<file path="src/design/lfwd_pkg.sv">
// ==========================================================================
// Constants shared by the watchdog modules
package lfwd_pkg;

    // ======================================================================
    // Register map
    localparam logic [7:0] WDC_OFFSET = 8'h97;

    // ======================================================================
    // Command codes written to watchdog_control
    localparam logic [7:0] CMD_ENABLE = 8'hA5;
    localparam logic [7:0] CMD_DIS_FIRST = 8'hDE;
    localparam logic [7:0] CMD_DIS_SECOND = 8'hAD;
    localparam logic [7:0] CMD_LOCKOUT = 8'hFF;

    // ======================================================================
    // Field positions and reset values
    localparam int CMD_BIT = 7;
    localparam int ACTIVE_BIT = 4;
    localparam int IVL_W = 3;
    localparam logic [2:0] IVL_RESET = 3'h7;
    localparam logic ACTIVE_RESET = 1'b1;

    // ======================================================================
    // Counting: interval = 4^(field+3) oscillator periods = 2^(2*field+6)
    localparam int CNT_W = 20;
    localparam logic [4:0] SHIFT_BIAS = 5'h06;

    // ======================================================================
    // Disable sequence window, in system clock cycles
    localparam logic [2:0] DIS_WINDOW_CYC = 3'h4;

    // ======================================================================
    // Disable sequencer states
    typedef enum logic [1:0]
    {
        DIS_IDLE = 2'h1,
        DIS_ARMED = 2'h2
    } lfwd_dis_state_type;

endpackage

</file>
<file path="src/design/lfwd_cnt_if.sv">
`timescale 1ns/1ps
// ==========================================================================
// Link between control logic and the interval counter
interface lfwd_cnt_if;
    logic tick;
    logic restart;
    logic active;
    logic [lfwd_pkg::IVL_W-1:0] interval;
    logic overflow;

    modport ctl (output tick, output restart, output active, output interval, input overflow);
    modport cnt (input tick, input restart, input active, input interval, output overflow);
endinterface

</file>
<file path="src/design/lfwd_counter.sv">
`timescale 1ns/1ps
// ==========================================================================
// Interval counter: counts oscillator ticks, flags overflow
module lfwd_counter
(
    // Clock and reset
    input wire logic core_clk_in,
    input wire logic nrst_in,
    // Control link
    lfwd_cnt_if.cnt cif
);

    logic [lfwd_pkg::CNT_W-1:0] cnt_q;
    logic [lfwd_pkg::CNT_W-1:0] cnt_d;
    logic ovf_q;
    logic ovf_d;
    logic [4:0] shamt;
    logic [lfwd_pkg::CNT_W:0] limit_full;
    logic [lfwd_pkg::CNT_W-1:0] limit_m1;

    // Terminal count from the interval field
    always_comb
    begin
        shamt = {1'b0, cif.interval, 1'b0} + lfwd_pkg::SHIFT_BIAS;
        limit_full = ({{lfwd_pkg::CNT_W{1'b0}}, 1'b1} << shamt) - {{lfwd_pkg::CNT_W{1'b0}}, 1'b1};
        limit_m1 = limit_full[lfwd_pkg::CNT_W-1:0];
    end

    // Next count and overflow pulse
    always_comb
    begin
        cnt_d = cnt_q;
        ovf_d = 1'b0;
        if (cif.restart || !cif.active)
        begin
            cnt_d = '0;
        end
        else if (cif.tick)
        begin
            if (cnt_q >= limit_m1)
            begin
                cnt_d = '0;
                ovf_d = 1'b1;
            end
            else
            begin
                cnt_d = cnt_q + {{(lfwd_pkg::CNT_W-1){1'b0}}, 1'b1};
            end
        end
    end

    // Count registers
    always_ff @(posedge core_clk_in or negedge nrst_in)
    begin
        if (!nrst_in)
        begin
            cnt_q <= '0;
            ovf_q <= 1'b0;
        end
        else
        begin
            cnt_q <= cnt_d;
            ovf_q <= ovf_d;
        end
    end

    assign cif.overflow = ovf_q;

endmodule // lfwd_counter

</file>
<file path="src/design/lfwd_watchdog.sv">
`timescale 1ns/1ps
// ==========================================================================
// Overview of operation
// Overflow while active forces a whole-device reset.
// After reset the watchdog runs enabled with the longest interval.
// Counter runs from the low-frequency oscillator, forced on while active.
// Writing 0xA5 enables the watchdog and restarts its count.
// 0xDE then 0xAD within 4 clocks disables; later second write ignored.
// Writing 0xFF locks out disabling until the next reset.
// The lockout write neither enables nor restarts the watchdog.
// Timeout is oscillator period times four to the power field plus 3.
// Writes with bit 7 clear load the interval from bits 2 to 0.
// Reads return interval in bits 2 to 0, active flag in bit 4.
// Interval field reads 111 right after reset.
// Watchdog reset is internal and never drives the reset pin.
// Software should write 0xA5 often enough to avoid overflow.
// Software should block interrupts around the two disable writes.
// Software keeping the watchdog always should write lockout at startup.
// Unknown bit-7 commands change nothing and cancel a pending disable.
// Oscillator input is synchronised before use; reset request is registered.
module lfwd_watchdog
(
    // Clock and reset
    input wire logic core_clk_in,
    input wire logic nrst_in,
    // Low-frequency oscillator
    input wire logic lfo_clk_in,
    output logic lfo_force_on_out,
    // Special function register port
    input wire logic [7:0] sfr_addr_in,
    input wire logic sfr_wr_in,
    input wire logic sfr_rd_in,
    input wire logic [7:0] sfr_wdata_in,
    output logic [7:0] sfr_rdata_out,
    // Internal system reset request
    output logic sys_reset_out
);

    lfwd_cnt_if cif();

    // ======================================================================
    // Oscillator synchroniser and edge detect
    logic lfo_s1_q;
    logic lfo_s2_q;
    logic lfo_s3_q;
    logic tick_q;
    logic tick_d;

    always_comb
    begin
        tick_d = lfo_s2_q & ~lfo_s3_q;
    end

    always_ff @(posedge core_clk_in or negedge nrst_in)
    begin
        if (!nrst_in)
        begin
            lfo_s1_q <= 1'b0;
            lfo_s2_q <= 1'b0;
            lfo_s3_q <= 1'b0;
            tick_q <= 1'b0;
        end
        else
        begin
            lfo_s1_q <= lfo_clk_in;
            lfo_s2_q <= lfo_s1_q;
            lfo_s3_q <= lfo_s2_q;
            tick_q <= tick_d;
        end
    end

    // ======================================================================
    // Control register write decode
    logic wr_hit;
    logic is_enable;
    logic is_dis1;
    logic is_dis2;
    logic is_lock;
    logic is_ivl;

    always_comb
    begin
        wr_hit = sfr_wr_in && (sfr_addr_in == lfwd_pkg::WDC_OFFSET);
        is_enable = wr_hit && (sfr_wdata_in == lfwd_pkg::CMD_ENABLE);
        is_dis1 = wr_hit && (sfr_wdata_in == lfwd_pkg::CMD_DIS_FIRST);
        is_dis2 = wr_hit && (sfr_wdata_in == lfwd_pkg::CMD_DIS_SECOND);
        is_lock = wr_hit && (sfr_wdata_in == lfwd_pkg::CMD_LOCKOUT);
        is_ivl = wr_hit && !sfr_wdata_in[lfwd_pkg::CMD_BIT];
    end

    // ======================================================================
    // Watchdog state: interval, active, lockout, disable sequencer
    logic [2:0] interval_q;
    logic [2:0] interval_d;
    logic active_q;
    logic active_d;
    logic lock_q;
    logic lock_d;
    logic restart_q;
    logic restart_d;
    lfwd_pkg::lfwd_dis_state_type dis_st_q;
    lfwd_pkg::lfwd_dis_state_type dis_st_d;
    logic [2:0] win_q;
    logic [2:0] win_d;

    always_comb
    begin
        interval_d = interval_q;
        active_d = active_q;
        lock_d = lock_q;
        restart_d = 1'b0;
        dis_st_d = dis_st_q;
        win_d = (win_q != 3'h0) ? win_q - 3'h1 : 3'h0;
        if (is_ivl)
        begin
            interval_d = sfr_wdata_in[2:0];
        end
        if (is_enable)
        begin
            active_d = 1'b1;
            restart_d = 1'b1;
        end
        if (is_lock)
        begin
            lock_d = 1'b1; // see R6
        end
        // Any watchdog_control write other than the two disable codes ends a pending sequence; a repeated first code restarts the window
        case (dis_st_q)
            lfwd_pkg::DIS_IDLE:
            begin
                if (is_dis1 && !lock_q)
                begin
                    dis_st_d = lfwd_pkg::DIS_ARMED;
                    win_d = lfwd_pkg::DIS_WINDOW_CYC;
                end
            end
            lfwd_pkg::DIS_ARMED:
            begin
                if (is_dis2 && (win_q != 3'h0) && !lock_q)
                begin
                    active_d = 1'b0;
                    dis_st_d = lfwd_pkg::DIS_IDLE;
                end
                else if (is_dis1 && !lock_q)
                begin
                    win_d = lfwd_pkg::DIS_WINDOW_CYC;
                end
                else if (wr_hit || win_q == 3'h0 || lock_q)
                begin
                    dis_st_d = lfwd_pkg::DIS_IDLE; // see R16
                end
            end
            default:
            begin
                dis_st_d = lfwd_pkg::DIS_IDLE;
            end
        endcase
    end

    always_ff @(posedge core_clk_in or negedge nrst_in)
    begin
        if (!nrst_in)
        begin
            interval_q <= lfwd_pkg::IVL_RESET; // see R2
            active_q <= lfwd_pkg::ACTIVE_RESET;
            lock_q <= 1'b0;
            restart_q <= 1'b0;
            dis_st_q <= lfwd_pkg::DIS_IDLE;
            win_q <= 3'h0;
        end
        else
        begin
            interval_q <= interval_d;
            active_q <= active_d;
            lock_q <= lock_d;
            restart_q <= restart_d;
            dis_st_q <= dis_st_d;
            win_q <= win_d;
        end
    end

    // ======================================================================
    // Counter link
    assign cif.tick = tick_q;
    assign cif.restart = restart_q;
    assign cif.active = active_q;
    assign cif.interval = interval_q;

    lfwd_counter u_counter
    (
        .core_clk_in(core_clk_in),
        .nrst_in(nrst_in),
        .cif(cif)
    );

    // ======================================================================
    // Outputs: readback, reset request, oscillator force
    logic [7:0] rdata_q;
    logic [7:0] rdata_d;
    logic sys_rst_q;
    logic sys_rst_d;
    logic lfo_on_q;
    logic lfo_on_d;

    always_comb
    begin
        rdata_d = 8'h00;
        if (sfr_rd_in && (sfr_addr_in == lfwd_pkg::WDC_OFFSET))
        begin
            rdata_d[2:0] = interval_q;
            rdata_d[lfwd_pkg::ACTIVE_BIT] = active_q;
        end
        sys_rst_d = cif.overflow && active_q; // see R1
        lfo_on_d = active_q;
    end

    always_ff @(posedge core_clk_in or negedge nrst_in)
    begin
        if (!nrst_in)
        begin
            rdata_q <= 8'h00;
            sys_rst_q <= 1'b0;
            lfo_on_q <= 1'b1;
        end
        else
        begin
            rdata_q <= rdata_d;
            sys_rst_q <= sys_rst_d;
            lfo_on_q <= lfo_on_d;
        end
    end

    assign sfr_rdata_out = rdata_q;
    assign sys_reset_out = sys_rst_q;
    assign lfo_force_on_out = lfo_on_q;
endmodule // lfwd_watchdog

</file>
<file path="config.mk">
export PLATFORM = sky130hd
export DESIGN_NAME = lfwd_watchdog
export DESIGN_NICKNAME = d
export VERILOG_FILES = /design/src/design/lfwd_pkg.sv /design/src/design/lfwd_cnt_if.sv /design/src/design/lfwd_counter.sv /design/src/design/lfwd_watchdog.sv
export SDC_FILE = /design/constraint.sdc
export NUM_CORES = 1
export LEC_CHECK = 0
export ABC_AREA = 1
export BUFFER_PORTS_ARGS = -buffer_cell sky130_fd_sc_hd__buf_2
export CORE_UTILIZATION = 45
export DETAILED_ROUTE_END_ITERATION = 16
export SYNTH_ARGS = -nofsm -noshare
export SYNTH_HDL_FRONTEND = slang
export SYNTH_SLANG_ARGS = --single-unit
export TNS_END_PERCENT = 30
</file>
<file path="constraint.sdc">
create_clock -name core_clk_in -period 6.7 [get_ports core_clk_in]
set_clock_uncertainty 0.1 [all_clocks]
set_input_delay 0.67 -clock core_clk_in [delete_from_list [all_inputs] [get_ports core_clk_in]]
set_output_delay 0.67 -clock core_clk_in [all_outputs]
set_load 0.01 [all_outputs]
</file>
# == Word level (Yosys, flattened, before mapping) ==
# Cells that the tools add are included.
# totals
regBits,42
word_cells,75
memories,0
latch_bits,0
rom_bits,0
mem_bits_rw,0
# op_classes
n_mul,0
n_eq_ne,10
bitwise,2
n_mux,21
shift,1
reduce_logical,21
order_cmp,1
div_mod_pow,0
addsub,4
# ops
cell,n
20-bit 2-to-1 mux,3
8-bit == test (second input constant),5
20-bit by 1-bit adder with 20-bit output (second input constant),1
20-bit >= comparator,1
1-bit by 5-bit left shift with 20-bit output (first input constant),1
20-bit by 1-bit subtractor with 20-bit output (second input constant),1
3-bit 2-to-1 mux,4
1-bit logical AND,11
1-bit 2-to-1 mux,8
2-bit 2-to-1 mux,4
3-bit != test (second input constant),2
3-bit one-hot mux with 2 select lines,1
4-bit by 3-bit adder with 5-bit output (second input constant),1
2-bit one-hot mux with 2 select lines,1
1-bit zero test,3
3-bit zero test,1
1-bit logical OR,3
3-bit AND reduction,1
3-bit nonzero test,1
3-bit by 1-bit subtractor with 3-bit output (second input constant),1
2-bit by 1-bit == test with 1-bit output (second input constant),1
2-bit == test (second input constant),1
2-bit != test (second input constant),1
2-bit nonzero test,1
other kinds (2),2

# == Logic depth before layout (Yosys ltp) ==
# logic_depth
depth_word,8
mapped_depth,16
depth_no_buf,15

# == Modules after synthesis ==
# From an unflattened synthesis, not the netlist that was laid out.
# unflattened
hier_cells,420
area_unflattened_um2,3066.7
# modules_own_cells
module,area_each_um2,seq_area_each_um2,cells_per_inst,n_inst
lfwd_counter,2028.2,525.5,298,1
lfwd_watchdog,1038.5,533.0,122,1

# == Worst setup path before layout ==
# Ideal clock, no wire load.
# synth_timing
path_kind,flip-flop to flip-flop
start,"register interval_q[2], in the netlist cif.interval[2]"
end,register u_counter.cnt_q[6] (netlist bit)
arrival_time_ps,2160
setup_ps,66
path_slack_ps,4375
stages_incl_launch_ff,15
path_cell_list,dfstp_2 > clkbuf_1 > inv_1 > nor2_1 > nand2_1 > ha_1 > nand2_1 > nor2_1 > a21boi_0 > nor2_1 > nand2_1 > nor2_1 > buf_6 > nand2_1 > nand2_1
# synth_between
elab_chain_cells,7
# synth_lines
element,line,rtl
"start, declared",lfwd_watchdog.sv:93,logic [2:0] interval_q;
"start signal, assigned",lfwd_watchdog.sv:164,interval_q <= lfwd_pkg::IVL_RESET;
"start signal, assigned",lfwd_watchdog.sv:173,interval_q <= interval_d;
4-bit by 3-bit adder with 5-bit output,lfwd_counter.sv:24,"shamt = {1'b0, cif.interval, 1'b0} + lfwd_pkg::SHIFT_BIAS;"
1-bit by 5-bit left shift with 20-bit output,lfwd_counter.sv:25,"limit_full = ({{lfwd_pkg::CNT_W{1'b0}}, 1'b1} << shamt) - {{lfwd_pkg::CNT_W{1'b0}}, 1'b1};"
20-bit by 1-bit subtractor with 20-bit output,lfwd_counter.sv:25,
20-bit >= comparator,lfwd_counter.sv:40,if (cnt_q >= limit_m1)
20-bit 2-to-1 mux,lfwd_counter.sv:40,
20-bit 2-to-1 mux,lfwd_counter.sv:38,else if (cif.tick)
20-bit 2-to-1 mux,lfwd_counter.sv:34,if (cif.restart || !cif.active)
"end signal, assigned",lfwd_counter.sv:62,cnt_q <= cnt_d;
"end, declared",lfwd_counter.sv:13,logic [lfwd_pkg::CNT_W-1:0] cnt_q;
# No other way between the ends. The select of a mux whose other input is x is not followed.
# A chain may end at the register's enable or synchronous reset.

# == Worst setup path in the final report ==
# layout_timing
start,"register interval_q[2], in the netlist cif.interval[2]"
end,register u_counter.cnt_q[17] (netlist bit)
# The elaborated chain is that of the path after synthesis.

==> flow_summary.json <==
{
  "worstSkewPairLatency_ps": 310,
  "clk_pin_slew_ps": 90,
  "clkPwrFrac_pct": 38.7,
  "syn_area_mm2": 0.002980,
  "drt.antenna.violating_nets": 0,
  "criticalPathCategory": "flop to flop",
  "overflow": 0,
  "p_int_mw": 0.3433,
  "yosys-mux-area-fraction_pct": 0,
  "wl_per_cell_um": 11.96,
  "cts_setup_buffers": 0,
  "pwr-share-comb_pct": 6.1,
  "via_count": 2673,
  "slew_headroom_pct": 34.91,
  "netlist_top_cells_count": "nand2_1 (133), nor2_1 (59), inv_1 (53)",
  "synthCells": 432,
  "synth_area_leaders": "dfrtp_1 (30%), nand2_1 (17%), ha_1 (9.7%)",
  "syn_avg_cell_area_um2": 6.899,
  "die_w_um": 83.38,
  "n_antenna_cell": 0,
  "end_kind": "flop",
  "fillerInstances": 631,
  "die_area_mm2": 0.006952,
  "max_freq_ghz": 0.3640,
  "synth_top_area_share_pct": 30.23,
  "ys_ff_latch": 42,
  "drt_iter0_drc": 121,
  "ioPinCount": 31,
  "die_h_um": 83.38,
  "power_density_mw_per_mm2": 142.3,
  "yosys_warnings": 0,
  "async_flop_share_pct": 100.0,
  "synth_cell_types": 33,
  "peakVddDrop_uv": 90.98,
  "p_switching_mw": 0.1224,
  "synthXorXnorAreaFrac_pct": 0.5877,
  "rsz0062_at_grt": "false",
  "vias_per_cell": 4.941,
  "cts.sinks": 42,
  "drive_gt1_share_pct": 13.79,
  "drc": 0,
  "sw_frac_of_total_pct": 26.28,
  "h-tree-depth": 2,
  "cts_tree": "done",
  "hpwl_um": 4980,
  "dr.pass1.iters": 4,
  "fin_crit_sh_pct": 41.00,
  "cts-resized-gates": 0,
  "crit_fanout": 12,
  "required_ps": 6850,
  "worstMarginPinSlew_ps": 976.4,
  "utilization_pct": 51.23,
  "cp-start-kind": "flop",
  "period_minus_slack_ps": 2747,
  "grt_pass1_vias": 2503,
  "finalWirelength_um": 6471,
  "initial_core_util_pct": 46.67,
  "synth.most_common_cell": "nand2_1",
  "run_status": "complete, no violations",
  "coreArea_mm2": 0.006386,
  "r2r_slack_ps": 3950,
  "min_path_type": "flop to flop",
  "slew_viol_final": 0,
  "antenna_found_initial": 0,
  "synth_ff_type": "dfrtp_1",
  "synth-edff-count": 0,
  "finalHoldViolCount": 0,
  "grt_util_all_layers_pct": 20.38,
  "synthSimpleGateAreaFrac_pct": 35.85,
  "cts_max_path_buffers": 2,
  "nets": 507,
  "synth_compound_area_share_pct": 8.690,
  "std_cell_rows": 29,
  "portBuffers": 26,
  "grt_pass1_wl_um": 11300,
  "synthAdderAreaFrac_pct": 9.656,
  "clk_root_buffer_cell": "clkbuf_8",
  "yosysSeqAreaShare_pct": 35.52,
  "arrival_ps": 2890,
  "grt_max_degree": 43,
  "yosysTopAreaCell": "dfrtp_1",
  "gp_congestion": 0.7912,
  "numCtsBuffers": 5,
  "holdBufCountCts": 0,
  "setup-tns-final_ps": 0,
  "p_leak_nw": 1.692,
  "synthToLayoutAreaGrowth_pct": 9.782,
  "final-setup-viol-count": 0,
  "synth_top_family_by_area": "simple AND/OR/NAND/NOR gates",
  "pwr-share-seq_pct": 55.2,
  "maxCapViolCount": 0
}
power by group through the flow:
stage	Sequential, mW	Clock, mW	Combinational, mW
finish	0.257	0.180	0.0284
global route	0.257	0.198	0.0334
CTS	0.257	0.189	0.0287
detailed placement	0.262	0	0.0287
global placement	0.262	0	0.0281
floorplan	0.261	0	0.0161
cells in the final DEF (no fill, tap or decap), drive strengths merged:
cell type  instances
conb               9
xnor2              1
nand3             29
buf               27
ha                23
nand2            140
inv               58
or2                2
xor2               1
a31oi              1
o21ai             27
a21oi             14
dfrtp             36
a21boi             1
o211ai             1
nand4              4
o21bai             2
a21o               1
clkinv             1
dfstp              6
nor3               6
nor2              68
o22ai              1
clkbuf             5
logic make-up after synthesis:
group,count (synthesis)
AND/OR/NAND/NOR,249
buffers and inverters,66
AO/OA/AOI/OAI,48
flip-flops,42
adder cells (fa/ha/maj),23
XOR/XNOR,2
other,2
sequential cells by signal, indices dropped and copies added (netlist names):
name                    count
active_q                    1
cif.interval                3
cif.restart                 1
cif.tick                    1
dis_st_q                    2
lfo_force_on_out            1
lfo_s1_q                    1
lfo_s2_q                    1
lfo_s3_q                    1
lock_q                      1
sfr_rdata_out               4
sys_reset_out               1
u_counter.cif.overflow      1
u_counter.cnt_q            20
win_q                       3
layer usage:
| metal | part of all wire (%) | global-route usage [%] | vias up |
|---|---|---|---|
| li1 | - | - | 1409 |
| met1 | 46 | 25.49 | 1200 |
| met2 | 47 | 34.95 | 49 |
| met3 | 3.5 | 3.380 | 15 |
| met4 | 2.8 | 8.150 | 0 |
| met5 | 0 | 0 | - |
path summary, 6_finish.rpt:
check | cells after the start | start | to
min in group asynchronous | 1 | nrst_in | u_counter.cnt_q[1]$_DFFE_PN0P_
max in group asynchronous | 1 | nrst_in | sfr_rdata_out[2]$_DFF_PN0_
setup / recovery | 12 | cif.interval[2]$_DFFE_PN1P_ | u_counter.cnt_q[17]$_DFFE_PN0P_
hold reg to reg | 0 | lfo_s1_q$_DFF_PN0_ | lfo_s2_q$_DFF_PN0_
hold / removal | 0 | lfo_s1_q$_DFF_PN0_ | lfo_s2_q$_DFF_PN0_
setup reg to reg | 12 | cif.interval[2]$_DFFE_PN1P_ | u_counter.cnt_q[17]$_DFFE_PN0P_
final cells by class:
type | instances | area [um^2] | share of cell area (%)
Tap cell | 77 | 96.34 | 2.945
Sequential cell | 42 | 1059 | 32.35
Inverter | 56 | 210.2 | 6.424
Timing Repair Buffer | 27 | 137.6 | 4.206
Clock buffer | 5 | 68.82 | 2.103
Multi-Input combinational cell | 331 | 1672 | 51.09
Clock inverter | 3 | 28.78 | 0.8795
per-stage QoR:
stage | hold slack (ps) | power, mW | setup slack (ps) | cell area [um^2] | cells
4_1_cts | 264.7 | 0.4746 | 3967 | 3272 | 541
3_3_place_gp | 236.9 | 0.2898 | 4023 | 3174 | 533
6_report | 259.7 | 0.4657 | 3953 | 3272 | 541
5_1_grt | 266.4 | 0.4886 | 3600 | 3272 | 541
3_5_place_dp | 241.3 | 0.2905 | 3988 | 3174 | 533
2_1_floorplan | 231.2 | 0.2773 | 4375 | 3007 | 439
worst max-delay path: stages (launching register included):
cell      delay (ps)
dfstp_2          630
inv_1            120
nor2_1           160
nand2_1           70
ha_1             290
nand2_1           90
nor2_1            50
a21boi_0         120
nor2_1           180
nand2_1           70
nor2_1           610
nand2_1          120
nand2_1           80
No activity file was read; power rests on OpenSTA's default activity.
